## config.mk

```make
export PLATFORM = sky130hd
export DESIGN_NAME = gsi_core
export DESIGN_NICKNAME = d
export VERILOG_FILES = /design/src/shared/gsi_pkg.sv /design/src/gsi_activity.sv /design/src/gsi_core.sv /design/src/gsi_pattern.sv
export SDC_FILE = /design/constraint.sdc
export NUM_CORES = 1
export LEC_CHECK = 0
export BUFFER_PORTS_ARGS = -buffer_cell sky130_fd_sc_hd__buf_2
export CAP_MARGIN = 5
export CORE_UTILIZATION = 65
export DETAILED_ROUTE_END_ITERATION = 6
export PLACE_DENSITY = 0.82
export SYNTH_ARGS = -nofsm -noshare
export SYNTH_HDL_FRONTEND = slang
export SYNTH_HIERARCHICAL = 1
export SYNTH_SLANG_ARGS = --single-unit
```

## constraint.sdc

```tcl
create_clock -name core_clk -period 7.2 [get_ports core_clk]
set_clock_uncertainty 0.05 [all_clocks]
set_input_delay 0.36 -clock core_clk [delete_from_list [all_inputs] [get_ports core_clk]]
set_output_delay 0.36 -clock core_clk [all_outputs]
set_load 0.01 [all_outputs]
```

## src/shared/gsi_pkg.sv

```systemverilog
// package: shared constants and types for the gripper state indicator
package gsi_pkg;

  // clock rate and timing figures
  localparam int unsigned CLK_HZ = 20000000;
  localparam int unsigned BOOT_FAIL_MS = 5000;
  localparam int unsigned BOOT_FAIL_CYC = BOOT_FAIL_MS * (CLK_HZ / 1000);
  localparam int unsigned SLOW_PULSE_MS = 2000;
  localparam int unsigned SLOW_PULSE_CYC = SLOW_PULSE_MS * (CLK_HZ / 1000);
  localparam int unsigned FAST_PULSE_MS = 500;
  localparam int unsigned FAST_PULSE_CYC = FAST_PULSE_MS * (CLK_HZ / 1000);
  localparam int unsigned FLASH_MS = 250;
  localparam int unsigned FLASH_CYC = FLASH_MS * (CLK_HZ / 1000);
  localparam int unsigned ONCE_MS = 300;
  localparam int unsigned ONCE_CYC = ONCE_MS * (CLK_HZ / 1000);
  localparam int unsigned CODE_MS = 200;
  localparam int unsigned CODE_CYC = CODE_MS * (CLK_HZ / 1000);
  localparam int unsigned ACT_MS = 50;
  localparam int unsigned ACT_CYC = ACT_MS * (CLK_HZ / 1000);
  localparam int unsigned RESTART_MS = 1000;
  localparam int unsigned RESTART_CYC = RESTART_MS * (CLK_HZ / 1000);

  // host command codes
  localparam logic [7:0] CMD_GRIP = 8'h25;
  localparam logic [7:0] CMD_RELEASE = 8'h26;
  localparam logic [7:0] CMD_PREPOS = 8'h21;
  localparam logic [7:0] CMD_STOP = 8'h22;
  localparam logic [7:0] CMD_ACK = 8'h24;
  localparam logic [7:0] CMD_STATE_QUERY = 8'h40;

  // status word field positions
  localparam int unsigned SW_FAST_HALT_BIT = 0;
  localparam int unsigned SW_WARN_BIT = 1;
  localparam int unsigned SW_SCRIPT_BIT = 2;
  localparam int unsigned SW_FAULT_BIT = 3;
  localparam int unsigned SW_BUSY_BIT = 4;
  localparam logic [15:0] SW_RESET = 16'h0000;

  // colour code on the rgb indicator {r,g,b}
  localparam logic [2:0] COL_OFF = 3'h0;
  localparam logic [2:0] COL_BLUE = 3'h1;
  localparam logic [2:0] COL_GREEN = 3'h2;
  localparam logic [2:0] COL_RED = 3'h4;
  localparam logic [2:0] COL_VIOLET = 3'h5;
  localparam logic [2:0] COL_YELLOW = 3'h6;
  localparam logic [2:0] COL_WHITE = 3'h7;

  typedef enum logic [2:0] {
    GS_IDLE = 3'b000,
    GS_GRIPPING = 3'b001,
    GS_HOLDING = 3'b010,
    GS_PART_LOST = 3'b011,
    GS_NO_PART = 3'b100,
    GS_RELEASING = 3'b101,
    GS_POSITIONING = 3'b110,
    GS_ERROR = 3'b111
  } gsi_grip_t;

  typedef enum logic [2:0] {
    PH_LOAD = 3'b000,
    PH_TERMINAL = 3'b001,
    PH_LOAD_FAIL = 3'b010,
    PH_STARTING = 3'b011,
    PH_RUN = 3'b100,
    PH_SW_FAULT = 3'b101
  } gsi_phase_t;

  typedef enum logic [2:0] {
    PAT_OFF = 3'b000,
    PAT_STEADY = 3'b001,
    PAT_FLASH = 3'b010,
    PAT_SLOW = 3'b011,
    PAT_FAST = 3'b100,
    PAT_CODE = 3'b101
  } gsi_pat_t;

endpackage : gsi_pkg

```

## src/gsi_activity.sv

```systemverilog
// module: activity led, lit while active, blinks off on traffic
`timescale 1ns/1ns
module gsi_activity
  import gsi_pkg::*;
#(
  parameter int unsigned BLINK_CYC = ACT_CYC
)
(
  input wire logic core_clk,
  input wire logic reset,
  input wire logic clk_en,
  input wire logic active_pin,
  input wire logic traffic_pin,
  output logic led
);

  typedef struct packed {
    logic [1:0] act_sync;
    logic [1:0] trf_sync;
    logic trf_last;
    logic [31:0] blink;
    logic led;
  } gsi_act_state_t;

  gsi_act_state_t s_q;
  gsi_act_state_t s_d;

  always_comb
  begin
    s_d = s_q;
    s_d.act_sync = {s_q.act_sync[0], active_pin};
    s_d.trf_sync = {s_q.trf_sync[0], traffic_pin};
    s_d.trf_last = s_q.trf_sync[1];
    if (s_q.trf_sync[1] && !s_q.trf_last)
      s_d.blink = 32'(BLINK_CYC);
    else if (s_q.blink != 32'h0)
      s_d.blink = s_q.blink - 32'h1;
    s_d.led = s_q.act_sync[1] && ((s_q.blink == 32'h0) || s_q.blink[0]);
  end

  always_ff @(posedge core_clk)
  begin
    if (reset)
      s_q <= '0;
    else if (clk_en)
      s_q <= s_d;
  end

  assign led = s_q.led;

endmodule : gsi_activity

```

## src/gsi_core.sv

```systemverilog
// module: gripper state machine, boot phases and operating-state indicator
//
// Behaviour
// - blue steady while firmware loads
// - violet steady while a terminal drives the boot loader
// - load failure: red about five seconds, then restart loader, blue again
// - blue flashing while operating software starts
// - white slow pulse while waiting for a command
// - white fast pulse while initialising or executing
// - green fast pulse while a script runs
// - yellow fast pulse when a warning limit is reached
// - one green pulse on an error-free command
// - one red pulse on a command error
// - critical fault: fast red pulse, motion refused until acknowledged
// - software fault: red code two short, long pause, restart later
// - card and network leds lit while active, flash with traffic
// - query command 40h returns the status word
// - idle reported when no grip process runs
// - gripping state moves fingers and enables part detection
// - holding state with grip monitoring enabled
// - force lost while holding gives part-lost
// - closing to position without part gives no-part-found
// - releasing while opening, positioning during pre-position
// - failed command: error state, fast halt flag, resume after ack
// - stop outside error aborts and returns to idle at once
// - boot loader retries until firmware loads
`timescale 1ns/1ns
module gsi_core
  import gsi_pkg::*;
#(
  parameter int unsigned FAIL_CYC = BOOT_FAIL_CYC,
  parameter int unsigned RST_CYC = RESTART_CYC,
  parameter int unsigned PULSE_ONCE_CYC = ONCE_CYC,
  parameter int unsigned SLOW_CYC = SLOW_PULSE_CYC,
  parameter int unsigned FAST_CYC = FAST_PULSE_CYC,
  parameter int unsigned FL_CYC = FLASH_CYC,
  parameter int unsigned CD_CYC = CODE_CYC,
  parameter int unsigned BLINK_CYC = ACT_CYC
)
(
  input wire logic core_clk,
  input wire logic reset,
  input wire logic clk_en,
  // host command port, same clock
  input wire logic cmd_valid,
  input wire logic [7:0] cmd_code,
  output logic cmd_done,
  output logic cmd_ok,
  output logic [15:0] status_word,
  output logic [2:0] grip_state,
  // boot and system events, same clock
  input wire logic boot_done,
  input wire logic boot_fail,
  input wire logic terminal_present,
  input wire logic start_done,
  input wire logic sw_fault,
  input wire logic crit_fault,
  input wire logic warn_limit,
  input wire logic script_run,
  input wire logic init_busy,
  // motion feedback, same clock
  input wire logic part_contact,
  input wire logic force_lost,
  input wire logic pos_reached,
  input wire logic move_fail,
  output logic fingers_close,
  output logic fingers_open,
  output logic part_detect_en,
  output logic grip_monitor_en,
  output logic boot_restart,
  output logic sys_restart,
  // indicator and activity leds
  output logic [2:0] led_rgb,
  input wire logic card_active,
  input wire logic card_traffic,
  input wire logic net_active,
  input wire logic net_traffic,
  output logic card_led,
  output logic net_led
);

  typedef struct packed {
    gsi_phase_t phase;
    gsi_grip_t grip;
    logic [31:0] timer;
    logic [31:0] once_cnt;
    logic once_red;
    logic fast_halt;
    logic fault_latched;
    logic cmd_done;
    logic cmd_ok;
    logic [15:0] status;
    logic [2:0] color;
    gsi_pat_t pat;
    logic boot_restart;
    logic sys_restart;
  } gsi_core_state_t;

  gsi_core_state_t s_q;
  gsi_core_state_t s_d;
  logic pat_lit;

  function automatic logic is_motion(input logic [7:0] c);
    is_motion = (c == CMD_GRIP) || (c == CMD_RELEASE) || (c == CMD_PREPOS);
  endfunction : is_motion

  //////////////////////////////////////////////////////////////////////////////
  // boot phases, gripper state machine, command handling

  always_comb
  begin
    s_d = s_q;
    s_d.cmd_done = 1'b0;
    s_d.boot_restart = 1'b0;
    s_d.sys_restart = 1'b0;
    if (s_q.once_cnt != 32'h0)
      s_d.once_cnt = s_q.once_cnt - 32'h1;

    case (s_q.phase)
      PH_LOAD:
      begin
        if (boot_fail)
        begin
          s_d.phase = PH_LOAD_FAIL;
          s_d.timer = 32'h0;
        end
        else if (terminal_present)
          s_d.phase = PH_TERMINAL;
        else if (boot_done)
          s_d.phase = PH_STARTING;
      end
      PH_TERMINAL:
      begin
        if (!terminal_present)
          s_d.phase = PH_LOAD;
      end
      PH_LOAD_FAIL:
      begin
        if (s_q.timer + 32'h1 >= 32'(FAIL_CYC))
        begin
          s_d.phase = PH_LOAD;
          s_d.boot_restart = 1'b1;
        end
        else
          s_d.timer = s_q.timer + 32'h1;
      end
      PH_STARTING:
      begin
        if (start_done)
          s_d.phase = PH_RUN;
      end
      PH_RUN:
      begin
        if (sw_fault)
        begin
          s_d.phase = PH_SW_FAULT;
          s_d.timer = 32'h0;
        end
      end
      PH_SW_FAULT:
      begin
        if (s_q.timer + 32'h1 >= 32'(RST_CYC))
        begin
          s_d.phase = PH_LOAD;
          s_d.sys_restart = 1'b1;
          s_d.grip = GS_IDLE;
          s_d.fast_halt = 1'b0;
          s_d.fault_latched = 1'b0;
        end
        else
          s_d.timer = s_q.timer + 32'h1;
      end
      default: s_d.phase = PH_LOAD;
    endcase

    if (s_q.phase == PH_RUN)
    begin
      // motion feedback
      case (s_q.grip)
        GS_GRIPPING:
        begin
          if (move_fail)
            s_d.grip = GS_ERROR;
          else if (part_contact)
            s_d.grip = GS_HOLDING;
          else if (pos_reached)
            s_d.grip = GS_NO_PART;
        end
        GS_HOLDING:
        begin
          if (force_lost)
            s_d.grip = GS_PART_LOST;
        end
        GS_RELEASING, GS_POSITIONING:
        begin
          if (move_fail)
            s_d.grip = GS_ERROR;
          else if (pos_reached)
            s_d.grip = GS_IDLE;
        end
        default: s_d.grip = s_q.grip;
      endcase

      if (cmd_valid)
      begin
        s_d.cmd_done = 1'b1;
        s_d.cmd_ok = 1'b1;
        if (cmd_code == CMD_STATE_QUERY)
          s_d.cmd_ok = 1'b1;
        else if (cmd_code == CMD_ACK)
        begin
          // ack clears halt and leaves error
          if (!crit_fault)
          begin
            s_d.fast_halt = 1'b0;
            s_d.fault_latched = 1'b0;
            if (s_q.grip == GS_ERROR)
              s_d.grip = GS_IDLE;
          end
        end
        else if (cmd_code == CMD_STOP)
        begin
          // abort to idle except from error
          if (s_q.grip != GS_ERROR)
            s_d.grip = GS_IDLE;
        end
        else if (is_motion(cmd_code))
        begin
          if (s_q.fast_halt || s_q.grip == GS_ERROR)
            s_d.cmd_ok = 1'b0;
          else if (cmd_code == CMD_GRIP)
            s_d.grip = GS_GRIPPING;
          else if (cmd_code == CMD_RELEASE)
            s_d.grip = GS_RELEASING;
          else
            s_d.grip = GS_POSITIONING;
        end
        else
          s_d.cmd_ok = 1'b0;
        // one pulse per command, red on error
        s_d.once_cnt = 32'(PULSE_ONCE_CYC);
        s_d.once_red = ~s_d.cmd_ok;
      end
      // critical fault latches halt; set wins over ack
      if (crit_fault)
      begin
        s_d.fault_latched = 1'b1;
        s_d.fast_halt = 1'b1;
        s_d.grip = GS_ERROR;
      end
      if (move_fail && (s_q.grip != GS_IDLE) && (s_q.grip != GS_ERROR))
        s_d.fast_halt = 1'b1;
    end
    else if (cmd_valid)
    begin
      s_d.cmd_done = 1'b1;
      s_d.cmd_ok = 1'b0;
    end

    s_d.status = SW_RESET;
    s_d.status[SW_FAST_HALT_BIT] = s_d.fast_halt;
    s_d.status[SW_WARN_BIT] = warn_limit;
    s_d.status[SW_SCRIPT_BIT] = script_run;
    s_d.status[SW_FAULT_BIT] = s_d.fault_latched;
    s_d.status[SW_BUSY_BIT] = init_busy;

    case (s_q.phase)
      PH_LOAD:
      begin
        s_d.color = COL_BLUE;
        s_d.pat = PAT_STEADY;
      end
      PH_TERMINAL:
      begin
        s_d.color = COL_VIOLET;
        s_d.pat = PAT_STEADY;
      end
      PH_LOAD_FAIL:
      begin
        s_d.color = COL_RED;
        s_d.pat = PAT_STEADY;
      end
      PH_STARTING:
      begin
        s_d.color = COL_BLUE;
        s_d.pat = PAT_FLASH;
      end
      PH_SW_FAULT:
      begin
        s_d.color = COL_RED;
        s_d.pat = PAT_CODE;
      end
      default:
      begin
        if (s_q.fault_latched)
        begin
          s_d.color = COL_RED;
          s_d.pat = PAT_FAST;
        end
        else if (s_q.once_cnt != 32'h0)
        begin
          s_d.color = s_q.once_red ? COL_RED : COL_GREEN;
          s_d.pat = PAT_STEADY;
        end
        else if (warn_limit)
        begin
          s_d.color = COL_YELLOW;
          s_d.pat = PAT_FAST;
        end
        else if (script_run)
        begin
          s_d.color = COL_GREEN;
          s_d.pat = PAT_FAST;
        end
        else if (init_busy || (s_q.grip != GS_IDLE && s_q.grip != GS_HOLDING
                 && s_q.grip != GS_ERROR && s_q.grip != GS_PART_LOST
                 && s_q.grip != GS_NO_PART))
        begin
          s_d.color = COL_WHITE;
          s_d.pat = PAT_FAST;
        end
        else
        begin
          s_d.color = COL_WHITE;
          s_d.pat = PAT_SLOW;
        end
      end
    endcase
  end

  always_ff @(posedge core_clk)
  begin
    if (reset)
    begin
      s_q <= '0;
      s_q.phase <= PH_LOAD;
      s_q.grip <= GS_IDLE;
      s_q.pat <= PAT_STEADY;
      s_q.color <= COL_BLUE;
    end
    else if (clk_en)
      s_q <= s_d;
  end

  //////////////////////////////////////////////////////////////////////////////
  // pattern and activity leds

  gsi_pattern #(
    .SLOW_CYC(SLOW_CYC),
    .FAST_CYC(FAST_CYC),
    .FL_CYC(FL_CYC),
    .CD_CYC(CD_CYC)
  ) u_pattern (
    .core_clk(core_clk),
    .reset(reset),
    .clk_en(clk_en),
    .pattern(s_q.pat),
    .lit(pat_lit)
  );

  gsi_activity #(.BLINK_CYC(BLINK_CYC)) u_card (
    .core_clk(core_clk),
    .reset(reset),
    .clk_en(clk_en),
    .active_pin(card_active),
    .traffic_pin(card_traffic),
    .led(card_led)
  );

  gsi_activity #(.BLINK_CYC(BLINK_CYC)) u_net (
    .core_clk(core_clk),
    .reset(reset),
    .clk_en(clk_en),
    .active_pin(net_active),
    .traffic_pin(net_traffic),
    .led(net_led)
  );

  //////////////////////////////////////////////////////////////////////////////
  // outputs

  // colour gated by pattern; pattern lags colour by one cycle, invisible to the eye
  assign led_rgb = pat_lit ? s_q.color : COL_OFF;
  assign cmd_done = s_q.cmd_done;
  assign cmd_ok = s_q.cmd_ok;
  assign status_word = s_q.status;
  assign grip_state = s_q.grip;
  assign fingers_close = (s_q.grip == GS_GRIPPING) || (s_q.grip == GS_HOLDING);
  assign part_detect_en = (s_q.grip == GS_GRIPPING);
  assign grip_monitor_en = (s_q.grip == GS_HOLDING);
  assign fingers_open = (s_q.grip == GS_RELEASING) || (s_q.grip == GS_POSITIONING);
  assign boot_restart = s_q.boot_restart;
  assign sys_restart = s_q.sys_restart;

endmodule : gsi_core

```

## src/gsi_pattern.sv

```systemverilog
// module: indicator pattern generator (steady, flash, pulse, flash code)
`timescale 1ns/1ns
module gsi_pattern
  import gsi_pkg::*;
#(
  parameter int unsigned SLOW_CYC = SLOW_PULSE_CYC,
  parameter int unsigned FAST_CYC = FAST_PULSE_CYC,
  parameter int unsigned FL_CYC = FLASH_CYC,
  parameter int unsigned CD_CYC = CODE_CYC
)
(
  input wire logic core_clk,
  input wire logic reset,
  input wire logic clk_en,
  input wire gsi_pat_t pattern,
  output logic lit
);

  typedef struct packed {
    logic [31:0] cnt;
    logic phase;
    logic [2:0] slot;
    logic lit;
  } gsi_pat_state_t;

  gsi_pat_state_t s_q;
  gsi_pat_state_t s_d;

  function automatic logic [31:0] half_of(input gsi_pat_t p);
    case (p)
      PAT_SLOW: half_of = 32'(SLOW_CYC / 2);
      PAT_FAST: half_of = 32'(FAST_CYC / 2);
      PAT_FLASH: half_of = 32'(FL_CYC);
      PAT_CODE: half_of = 32'(CD_CYC);
      default: half_of = 32'h1;
    endcase
  endfunction : half_of

  always_comb
  begin
    s_d = s_q;
    if (s_q.cnt + 32'h1 >= half_of(pattern))
    begin
      s_d.cnt = 32'h0;
      s_d.phase = ~s_q.phase;
      // code frame of eight slots: on,off,on, then five off for the long pause
      s_d.slot = s_q.slot + 3'h1;
    end
    else
    begin
      s_d.cnt = s_q.cnt + 32'h1;
    end
    case (pattern)
      PAT_STEADY: s_d.lit = 1'b1;
      PAT_FLASH, PAT_SLOW, PAT_FAST: s_d.lit = s_q.phase;
      PAT_CODE: s_d.lit = (s_q.slot == 3'h0) || (s_q.slot == 3'h2);
      default: s_d.lit = 1'b0;
    endcase
  end

  always_ff @(posedge core_clk)
  begin
    if (reset)
      s_q <= '0;
    else if (clk_en)
      s_q <= s_d;
  end

  assign lit = s_q.lit;

endmodule : gsi_pattern

```

# Word-level counts from Yosys, hierarchy flattened
# Index checks and enable logic that the tools add are counted.
[word_totals] reg_bits=201 wordCells=188 inputBits=29 output_inout_bits=32
[op_classes] reduce_logical=42 order_cmp=3 addsub=6 bitwise=2 muxes=72 n_eq_ne=35
[ops] op="$mux W32" n=10
[ops] op="$pmux W32 S4" n=1
[ops] op="$reduce_bool A32 Y1" n=3
[ops] op="$sub A32 B1 Y32 const B" n=3
[ops] op="$mux W3" n=28
[ops] op="$pmux W25 S3" n=1
[ops] op="$add A32 B1 Y32 const B" n=2
[ops] op="$logic_not A32 Y1" n=2
[ops] op="$eq A8 B6 Y1 const B" n=5
[ops] op="$mux W37" n=1
[ops] op="$mux W35" n=1
[ops] op="$ge A32 B25 Y1" n=1
[ops] op="$ge A32 B25 Y1 const B" n=1
[ops] op="$ge A32 B27 Y1 const B" n=1
[ops] op="$mux W6" n=5
[ops] op="$pmux W6 S5" n=1
[ops] op="$eq A3 B3 Y1 const B" n=7
[ops] op="$eq A3 B2 Y1 const B" n=6
[ops] op="$mux W2" n=9
[ops] op="$pmux W3 S6" n=1
[ops] op="$ne A2 B2 Y1 const B" n=8
[ops] op="$mux W1" n=12
[ops] op="$logic_and A1 B1 Y1" n=10
[ops] op="$eq A3 B1 Y1 const B" n=3
[ops] op="other kinds (20)" n=38

# Longest topological paths before layout
# Gate-level depths: netlist of the first run.
[depth] word_depth=16 ltp_mapped=17 depth_no_buf=15

# By module
# The synthesis of the first run kept the hierarchy.
[modules_own_cells] mod="gsi_core" n_inst=1 cells_per_inst=757 area_each_um2=5815.6 seq_area_each_um2=1721.7
[modules_own_cells] mod="gsi_activity" n_inst=2 cells_per_inst=244 area_each_um2=2000.7 seq_area_each_um2=760.7
[modules_own_cells] mod="gsi_pattern" n_inst=1 cells_per_inst=336 area_each_um2=2645.0 seq_area_each_um2=740.7

# Worst setup path after synthesis of the first run
# No wires, ideal clock.
[synth_timing] kind="reg-to-reg" from="reg u_pattern/s_q[5] (netlist bit)" to="reg u_pattern/s_q[21] (netlist bit)" t_arrival_ns=3.901 stages_incl_launch_ff=16 synth_period_minus_slack_ns=4.025 slack_ns=3.175 cell_sequence="dfxtp_1 > ha_1 > nand3_1 > nor3_1 > nand2_1 > or3_1 > nor2_1 > xor2_1 > ha_1 > a21oi_1 > o21ai_0 > o31a_1 > or4_4 > nor3_4 > or4b_1 > a31oi_1"
[synth_between] elab_chain_len=3
[synth_rtl] item="from (decl)" line_no="gsi_pattern.sv:26" text="gsi_pat_state_t s_q;"
[synth_rtl] item="from (signal assigned)" line_no="gsi_pattern.sv:64" text="s_q <= '0;"
[synth_rtl] item="from (signal assigned)" line_no="gsi_pattern.sv:66" text="s_q <= s_d;"
[synth_rtl] item="$add A32 B1 Y32 *" line_no="gsi_pattern.sv:42, gsi_pattern.sv:51"
[synth_rtl] item="$ge A32 B25 Y1" line_no="gsi_pattern.sv:42" text="if (s_q.cnt + 32'h1 >= half_of(pattern))"
[synth_rtl] item="$mux W32 *" line_no="gsi_pattern.sv:42"
# Every way passes the cells marked *; elsewhere a longest branch is shown, timed or not.
# A chain may end at the register's enable or synchronous reset.

# Final worst setup path of the first run
[layout_timing] from="reg u_pattern/s_q[5] (netlist bit)" to="reg u_pattern/s_q[4] (netlist bit)"
[layout_between] elab_chain_len=3
[layout_rtl] item="$add A32 B1 Y32" line_no="gsi_pattern.sv:42"
[layout_rtl] item="$ge A32 B25 Y1" line_no="gsi_pattern.sv:42"
[layout_rtl] item="$reduce_and A2 Y1 (no source line)"
# No other way between the ends.

==> results.yml, run 1 <==
global_routing:
  global_route_wire_length_before_repair_um: 50000
  grt_start_max_net_pins: 64
  use_met2_pct: 48.9
  m1_gr_usage_pct: 40.6
  grt_pass1_vias: 10700
  global_route.peak_usage_layer: "met2"
  global_route.overflow_total: 0
  antenna_found_initial: 0
  grt.total_usage_pct: 30.2
  gr_met3_demand_resource_pct: 5.09
placed_design:
  place_congestion: 0.913
  buffer_ports.inserted: 49
  hpwl_um: 19800
synth:
  synthAdderAreaFrac_pct: 2.21
  synth_enable_flop_cells: 0
  muxShareOfSynthArea_pct: 2.19
  post_synth_and_or_nand_nor_area_fraction_pct: 33.6
  synth.ff_latch_count: 199
  postSynthAreaPerCell_sq_um: 7.88
  yosys.cell_types.count: 88
  post_synth_xor_area_fraction_pct: 4.08
  synth_top_flop_cell: "dfxtp_1"
  ys_async_sr_fraction_pct: 0
  yosysSeqAreaShare_pct: 32.0
  syn-instance-count: 1581
  synthesis.area_sq_um: 12500
  synth_warn: 6
  synth_compound_area_share_pct: 20.0
  synth_top_family_by_area: "simple AND/OR/NAND/NOR gates"
cts:
  deepest_clock_path_buffer_count: 2
  cts_hold_repair.buffers: 0
  postCtsSetupRepairBufs: 0
  tritoncts.num_buffers: 17
  clkTransAtPathRegs_ns: 0.07
  h-tree-depth: 4
  post_cts.resized_instances: 0
  cts_tree: "built"
  tritoncts_num_sinks: 199
  cts_root_buffer_type: "clkbuf_16"
  clock_latency_ns: 0.44
timing:
  grt_setup_unrepaired: "false"
  report.final.setup_viol: 0
  period_minus_slack_ns: 5.07
  timing.slew.headroom_pct: 34.0
  hold_viol: 0
  period_share_pct: 70.4
  timing.final.max_slew_violations: 0
  maxClockFrequency_mhz: 197
  finalSetupTns_ns: 0
  timing_worst_slew_pin_value_ns: 0.990
detailed_routing:
  initial_drt_markers: 903
  drt_pre_antenna_iters: 6
  drc_violation_count_after_routing: 0
  detailroute.via_count: 12000
  postRouteWirelength_um: 29500
  detail_route.vias_per_cell: 6.66
  ant_nets: 0
  wire_length_per_cell_um: 16.4
power:
  cell_internal_pwr_w: 0.00270
  p_leak_nw: 4.83
  seq_power_share_pct: 33.5
  switchingPower_w: 0.00199
  total_power_w: 0.00470
  sw_frac_of_total_pct: 42.4
  power_frac_clock_pct: 21.1
  peak_supply_drop_v: 0.000298
  power.combinational.fraction_pct: 45.4
  p_per_cell_area_nw_per_um2: 357
worst_setup_path:
  timing.critical_path.cells: "ha_1 > nand3_1 > nor3_1 > nand2_1 > or3_1 > nor2_1 > xor2_1 > ha_1 > a21oi_1 > o21ai_0 > o31a_1 > or4_4 > nor3_4 > buf_4 > nor2_4 > mux2_1"
  cp_top_family: "simple AND/OR/NAND/NOR gates"
  required_ns: 7.47
  cp_num_buf_inv: 1
  start_to_end_type_of_the_worst_setup_path: "flip-flop to flip-flop"
  crit_path_end_kind: "flip-flop"
  critical_path_launch_point_type: "flip-flop"
  crit_path_frequent_cell: "ha_1"
  timing.critical_path.slowest_cell_delay_ns: 0.54
  cp_max_fo: 22
  worst_ep_arrival_time_ns: 5.34
  cp_slowest_cell: "nor3_1"
cells_and_area:
  antenna-diode-count: 0
  n_fill_cell: 1520
  flow.area_growth_from_synthesis_pct: 5.58
  final-seq-area_sq_um: 3980
  drive_above_1_share_pct: 8.75
  mostFrequentLayoutCell: "dfxtp_1"
  layout_common_cells: "dfxtp_1 (199), nor2_1 (141), nand2_1 (137)"
  multiInputGateArea_sq_um: 7780
  finish.net_count: 1606
run_status:
  result_of_the_run: "finished clean"
floorplanning:
  die_x_um: 140
  die_h_um: 140
  io_pins: 61
  floorplan_die_area_sq_um: 19700
  initial_utilization_pct: 66.4
  fp-row-count: 50
  core-area_sq_um: 18800
hold_path:
  min_path_type: "primary input to flip-flop"
flow_run:
  cap_violations: 0
[worst reg2reg max path, cell delays in order, from the launching register on]
cell     delay, ns
dfxtp_1       0.46
ha_1          0.33
nand3_1       0.23
nor3_1        0.54
nand2_1       0.24
or3_1         0.37
nor2_1        0.16
xor2_1        0.23
ha_1          0.29
a21oi_1       0.14
o21ai_0       0.10
o31a_1        0.25
or4_4         0.46
nor3_4        0.37
buf_4         0.36
nor2_4        0.07
mux2_1        0.33
[worst paths after layout]
kind / startpoint / to / slack (ns) / cells after the start
max: u_pattern/s_q[5] / u_pattern/s_q[4] / 2.13 / 16
min reg2reg: u_card/led / u_card/led / 0.41 / 2
max reg2reg: u_pattern/s_q[5] / u_pattern/s_q[4] / 2.13 / 16
min: net_traffic / u_net/s_d[35] / 0.11 / 3
[metal layers]
layer / vias up / wire length [um]
met5: - / 0
met2: 429 / 13500
met1: 5652 / 13600
met3: 55 / 1900
li1: 5856 / -
met4: 0 / 454
[through the flow]
step                util, %  area (sq um)  hold slack (ns)  setup WS, ns  cells
finish                 70.1         13200            0.112          2.13   1800
global route           70.1         13200            0.123          1.87   1800
CTS                    70.1         13200            0.103          2.18   1800
detailed placement     66.9         12600            0.401          2.18   1770
global placement       66.9         12600            0.398          2.33   1770
floorplan                 -         12500            0.382          3.17   1591
[cell usage after synthesis (all sizes together) (32+ instances only)]
| library cell | n | area [sq um] |
|---|---|---|
| a21oi | 116 | 584 |
| buf | 59 | 372 |
| clkbuf | 57 | 215 |
| dfxtp | 199 | 3980 |
| inv | 37 | 139 |
| nand2 | 137 | 514 |
| nand3 | 66 | 360 |
| nand4 | 50 | 364 |
| nor2 | 144 | 553 |
| nor3 | 94 | 539 |
| nor4 | 51 | 368 |
| o21ai | 71 | 355 |
| or3 | 50 | 313 |
| or4 | 32 | 251 |
| xnor2 | 36 | 315 |
[power by group through the flow]
stage | clock, W | combinational, W | sequential (W)
after floorplan | 0 | 0.00174 | 0.00153
after global placement | 0 | 0.00204 | 0.00158
after detailed placement | 0 | 0.00210 | 0.00159
after CTS | 0.00100 | 0.00212 | 0.00157
after global routing | 0.00105 | 0.00238 | 0.00161
final | 0.000989 | 0.00213 | 0.00158
[state kept, by name (all words and copies together) (netlist names)]
register,cells
u_pattern/s_q,36
sys_restart,1
grip_state,3
u_pattern/lit,1
status_word,5
u_net/s_q,34
u_net/s_d,3
cmd_done,1
cmd_ok,1
u_card/s_d,3
u_card/led,1
s_q,74
u_net/led,1
u_card/s_q,34
boot_restart,1
[area by class of cell]
| cell class | instances | share of cell area, % |
|---|---|---|
| tap | 234 | 2.23 |
| timing repair buffer | 61 | 2.59 |
| clock inverter | 11 | 1.14 |
| inverter | 41 | 1.17 |
| multi-input combinational | 1235 | 59.2 |
| clock buffer | 19 | 3.44 |
| sequential | 199 | 30.3 |
[kinds of logic after synthesis]
kind of cell | after synthesis
fa+ha+maj | 22
simple gates | 751
compound gates | 366
flops | 199
other cells | 1
mux | 27
xor+xnor | 58
buf+inv | 157
No activity file was read; power rests on OpenSTA's default activity.
==> run 2, diff against run 1 <==
Settings changed: CORE_UTILIZATION 65 to 63, PLACE_DENSITY 0.82 to 0.8.
Clock period 7.2 ns to 5.2 ns, I/O delays scaled along.
==> results.yml, run 2 (synthesis results as in run 1) <==
run_status:
  result_of_the_run: "finished clean"
detailed_routing:
  detail_route.vias_per_cell: 6.46
  drt_pre_antenna_iters: 5
  postRouteWirelength_um: 29900
  drc_violation_count_after_routing: 0
  initial_drt_markers: 844
  detailroute.via_count: 11900
  ant_nets: 0
  wire_length_per_cell_um: 16.3
hold_path:
  worst_hold_start: "net_active"
  min_path_type: "primary input to flip-flop"
cts:
  postCtsSetupRepairBufs: 0
  cts_root_buffer_type: "clkbuf_16"
  cts_hold_repair.buffers: 1
  tritoncts.num_buffers: 17
  clkTransAtPathRegs_ns: 0.08
  deepest_clock_path_buffer_count: 2
  tritoncts_num_sinks: 199
  cts_tree: "built"
  h-tree-depth: 4
  post_cts.resized_instances: 0
  clock_latency_ns: 0.44
timing:
  hold-worst-slack_ns: 0.00247
  maxClockFrequency_mhz: 221
  period_share_pct: 87.0
  finalSetupTns_ns: 0
  report.final.setup_viol: 0
  period_minus_slack_ns: 4.52
  timing_worst_slew_pin_value_ns: 0.947
  hold_viol: 0
  timing.final.max_slew_violations: 0
  grt_setup_unrepaired: "false"
  timing.slew.headroom_pct: 36.8
placed_design:
  place_congestion: 0.957
  hpwl_um: 20100
  buffer_ports.inserted: 49
  placed_cells_incl_taps: 1804
cells_and_area:
  flow.area_growth_from_synthesis_pct: 6.27
  antenna-diode-count: 0
  multiInputGateArea_sq_um: 7780
  layout_top_registers: "s_q: 74 flops, u_pattern/s_q: 36 flops"
  final-seq-area_sq_um: 3980
  layout_common_cells: "dfxtp_1 (199), nor2_1 (141), nand2_1 (137)"
  mostFrequentLayoutCell: "dfxtp_1"
  number_of_flip_flops_under_the_largest_register_name: 74
  n_fill_cell: 1715
  final_cell_count_no_fill: 1837
  top_register: "s_q"
  finish.net_count: 1610
  drive_above_1_share_pct: 9.03
power:
  p_per_cell_area_nw_per_um2: 496
  peak_supply_drop_v: 0.000349
  p_leak_nw: 4.86
floorplanning:
  io_pins: 61
  fp-row-count: 51
  core-area_sq_um: 19400
  die_x_um: 143
  floorplan_die_area_sq_um: 20300
  initial_utilization_pct: 64.2
  die_h_um: 143
global_routing:
  grt.total_usage_pct: 30.3
  global_route.overflow_total: 0
  grt_start_max_net_pins: 67
  antenna_found_initial: 0
  grt_pass1_vias: 10800
  global_route_wire_length_before_repair_um: 51100
worst_setup_path:
  critical_path_launch_point_type: "flip-flop"
  crit_path_end_kind: "flip-flop"
  cp_max_fo: 22
  worstReg2RegStart: "u_pattern/s_q[5]"
  required_ns: 5.52
  worst_ep_arrival_time_ns: 4.84
  crit_start: "u_pattern/s_q[5]"
  start_to_end_type_of_the_worst_setup_path: "flip-flop to flip-flop"
flow_run:
  cap_violations: 0
[run 2: changes by cell type in the layout (fill, tap and decap cells not counted), sizes merged]
cell,delta
clkbuf,-2
dlygate4sd3,+1
clkinvlp,-1
clkinv,+1
buf,+3
inv,+4
[run 2: worst paths after layout]
kind / slack, ns / cells after the start / end
max: 0.68 / 17 / u_pattern/s_q[7]
min: 0.002 / 3 / u_net/s_d[37]
max reg2reg: 0.68 / 17 / u_pattern/s_q[7]
min reg2reg: 0.41 / 2 / u_net/led
[run 2: through the flow]
| step | area [sq um] | setup WS, ns | utilization [%] | power, W |
|---|---|---|---|---|
| floorplan | 12500 | 1.17 | - | 0.00452 |
| global placement | 12600 | 0.958 | 65.0 | 0.00503 |
| detailed placement | 12600 | 0.832 | 65.0 | 0.00514 |
| CTS | 13200 | 0.760 | 68.3 | 0.00655 |
| global route | 13200 | 0.230 | 68.3 | 0.00708 |
| finish | 13200 | 0.675 | 68.3 | 0.00657 |
[run 2: critical path, stage by stage, from the launching register on]
cell,delay [ns]
dfxtp_1,0.47
ha_1,0.32
nand3_1,0.21
nor3_1,0.19
buf_4,0.17
nand2_1,0.10
or3_1,0.34
nor2_1,0.14
xor2_1,0.21
ha_1,0.29
a21oi_1,0.16
o21ai_0,0.12
o31a_1,0.26
or4_4,0.47
nor3_4,0.29
buf_4,0.33
nand4b_1,0.14
a21oi_1,0.19
[run 2: layout make-up]
class,count,area share (%)
multi-input cells,1235,58.8
flip-flops and latches,199,30.1
clock buffers,17,3.21
repair buffers,65,2.82
well taps,265,2.50
clock inverters,15,1.45
inverters,41,1.16
[run 2: where the power goes]
| part | leakage (nW) | internal, W | switching, W |
|---|---|---|---|
| logic | 2.95 | 0.00113 | 0.00186 |
| registers | 1.62 | 0.00184 | 0.000339 |
| clock network | 0.302 | 0.000770 | 0.000626 |
| total | 4.86 | 0.00374 | 0.00282 |
[run 2: layer usage]
metal / global-route usage (%) / vias to the layer above / routed length (um)
met3: 4.53 / 36 / 1710
li1: - / 5856 / -
met1: 40.7 / 5561 / 13700
met4: 10.1 / 0 / 414
met2: 49.7 / 421 / 14000
met5: 0 / - / 0
==> run 3, diff against run 2 <==
Settings changed: ABC_CLOCK_PERIOD_IN_PS set to 5200, PLACE_DENSITY 0.8 to not set, PLACE_DENSITY_LB_ADDON set to 0.3.
==> results.yml, run 3 (synthesis results as in run 1) <==
run_status:
  result_of_the_run: "finished clean"
placed_design:
  buffer_ports.inserted: 49
  hpwl_um: 20500
  place_congestion: 0.931
cts:
  tritoncts_num_sinks: 199
  cts_root_buffer_type: "clkbuf_16"
  clock_latency_ns: 0.44
  cts_tree: "built"
  deepest_clock_path_buffer_count: 2
  clkTransAtPathRegs_ns: 0.08
  post_cts.resized_instances: 0
  h-tree-depth: 4
  tritoncts.num_buffers: 17
cells_and_area:
  finalCoreUtilization_pct: 68.1
  antenna-diode-count: 0
  layout_top_registers: "s_q: 74 flops, u_pattern/s_q: 36 flops"
  drive_above_1_share_pct: 9.09
  mostFrequentLayoutCell: "dfxtp_1"
  finish.net_count: 1612
  layout_common_cells: "dfxtp_1 (199), nor2_1 (141), nand2_1 (137)"
  n_fill_cell: 1627
  top_register: "s_q"
  flow.area_growth_from_synthesis_pct: 6.05
  number_of_flip_flops_under_the_largest_register_name: 74
worst_setup_path:
  cp_top_family: "simple AND/OR/NAND/NOR gates"
  cp_max_fo: 13
  timing.critical_path.slowest_cell_delay_ns: 0.47
  critical_path_launch_point_type: "flip-flop"
  worst_ep_arrival_time_ns: 4.72
  cp_num_buf_inv: 2
  cp_slowest_cell: "or4_4"
  start_to_end_type_of_the_worst_setup_path: "flip-flop to flip-flop"
  crit_path_end_kind: "flip-flop"
  timing.critical_path.cells: "ha_1 > nand3_1 > nor3_1 > buf_4 > nand2_1 > or3_1 > nor2_1 > xor2_1 > ha_1 > a21oi_1 > o21ai_0 > o31a_1 > or4_4 > nor3_4 > buf_4 > nor2_4 > mux2_1"
  required_ns: 5.47
detailed_routing:
  drt_pre_antenna_iters: 5
  postRouteWirelength_um: 30400
  initial_drt_markers: 1223
  drc_violation_count_after_routing: 0
  wire_length_per_cell_um: 16.5
  ant_nets: 0
  detailroute.via_count: 12000
  detail_route.vias_per_cell: 6.55
global_routing:
  grt_pass1_vias: 10600
  global_route.overflow_total: 0
  grt_start_max_net_pins: 57
  antenna_found_initial: 0
  grt.total_usage_pct: 29.9
  global_route_wire_length_before_repair_um: 50300
power:
  seq_power_share_pct: 33.6
  p_leak_nw: 4.85
  power_frac_clock_pct: 19.9
  p_per_cell_area_nw_per_um2: 493
  sw_frac_of_total_pct: 44.5
  cell_internal_pwr_w: 0.00361
  total_power_w: 0.00651
  peak_supply_drop_v: 0.000555
  power.combinational.fraction_pct: 46.5
  switchingPower_w: 0.00290
timing:
  timing_worst_slew_pin_value_ns: 0.962
  timing.final.max_slew_violations: 0
  report.final.setup_viol: 0
  grt_setup_unrepaired: "false"
  timing.slew.headroom_pct: 35.8
  period_minus_slack_ns: 4.45
  hold_viol: 0
  finalSetupTns_ns: 0
  period_share_pct: 85.6
  maxClockFrequency_mhz: 225
floorplanning:
  die_x_um: 143
  core-area_sq_um: 19400
  initial_utilization_pct: 64.2
  fp-row-count: 51
  io_pins: 61
  floorplan_die_area_sq_um: 20300
  die_h_um: 143
hold_path:
  min_path_type: "primary input to flip-flop"
flow_run:
  cap_violations: 0
==> run 3: worst register-to-register path, stage by stage (launching register included) <==
cell,delay (ns)
dfxtp_1,0.45
ha_1,0.34
nand3_1,0.22
nor3_1,0.22
buf_4,0.18
nand2_1,0.11
or3_1,0.36
nor2_1,0.14
xor2_1,0.23
ha_1,0.29
a21oi_1,0.14
o21ai_0,0.09
o31a_1,0.26
or4_4,0.47
nor3_4,0.17
buf_4,0.24
nor2_4,0.06
mux2_1,0.31
==> run 3: cell type report <==
class                           count  area (sq um)  share of cell area (%)
Clock buffer                       18           439                    3.32
Tap cell                          265           332                    2.51
Clock inverter                     14           134                    1.01
Sequential cell                   199          3980                    30.1
Inverter                           41           154                    1.16
Timing Repair Buffer               67           390                    2.95
Multi-Input combinational cell   1235          7780                    58.9
==> run 3: metal layers <==
| layer | global-route usage, % | part of all wire [%] | vias up |
|---|---|---|---|
| met2 | 47.5 | 46 | 489 |
| met5 | 0 | 0 | - |
| met4 | 8.66 | 1.3 | 0 |
| li1 | - | - | 5874 |
| met3 | 4.73 | 7.0 | 42 |
| met1 | 41.6 | 46 | 5634 |
==> run 3: power by group through the flow <==
stage / Combinational, W / Clock (W) / Sequential [W]
after global placement: 0.00286 / 0 / 0.00219
final: 0.00303 / 0.00130 / 0.00219
after detailed placement: 0.00296 / 0 / 0.00220
after CTS: 0.00299 / 0.00131 / 0.00217
after floorplan: 0.00241 / 0 / 0.00211
after global routing: 0.00335 / 0.00136 / 0.00223
==> run 3: stage by stage <==
stage	setup WS, ns	instance area (sq um)	hold slack (ns)	instances
2_1_floorplan	1.17	12500	0.348	1591
3_3_place_gp	0.962	12600	0.389	1805
3_5_place_dp	0.893	12600	0.398	1805
4_1_cts	0.816	13200	0.0183	1839
5_1_grt	0.513	13200	0.0382	1839
6_report	0.751	13200	0.0209	1839
==> run 3: path summary, 6_finish.rpt <==
kind | from | endpoint | slack, ns | depth (start not counted)
worst max-delay path | u_pattern/s_q[5] | u_pattern/s_q[1] | 0.75 | 17
worst min register to register | u_card/led | u_card/led | 0.41 | 2
worst max register to register | u_pattern/s_q[5] | u_pattern/s_q[1] | 0.75 | 17
worst min-delay path | card_active | u_card/s_d[37] | 0.02 | 3
==> run 3: what timing repair did <==
action / in CTS / in global routing
setup buffers: 0 / 0
hold endpoints to repair: 2 / 0
hold buffers: 2 / 0
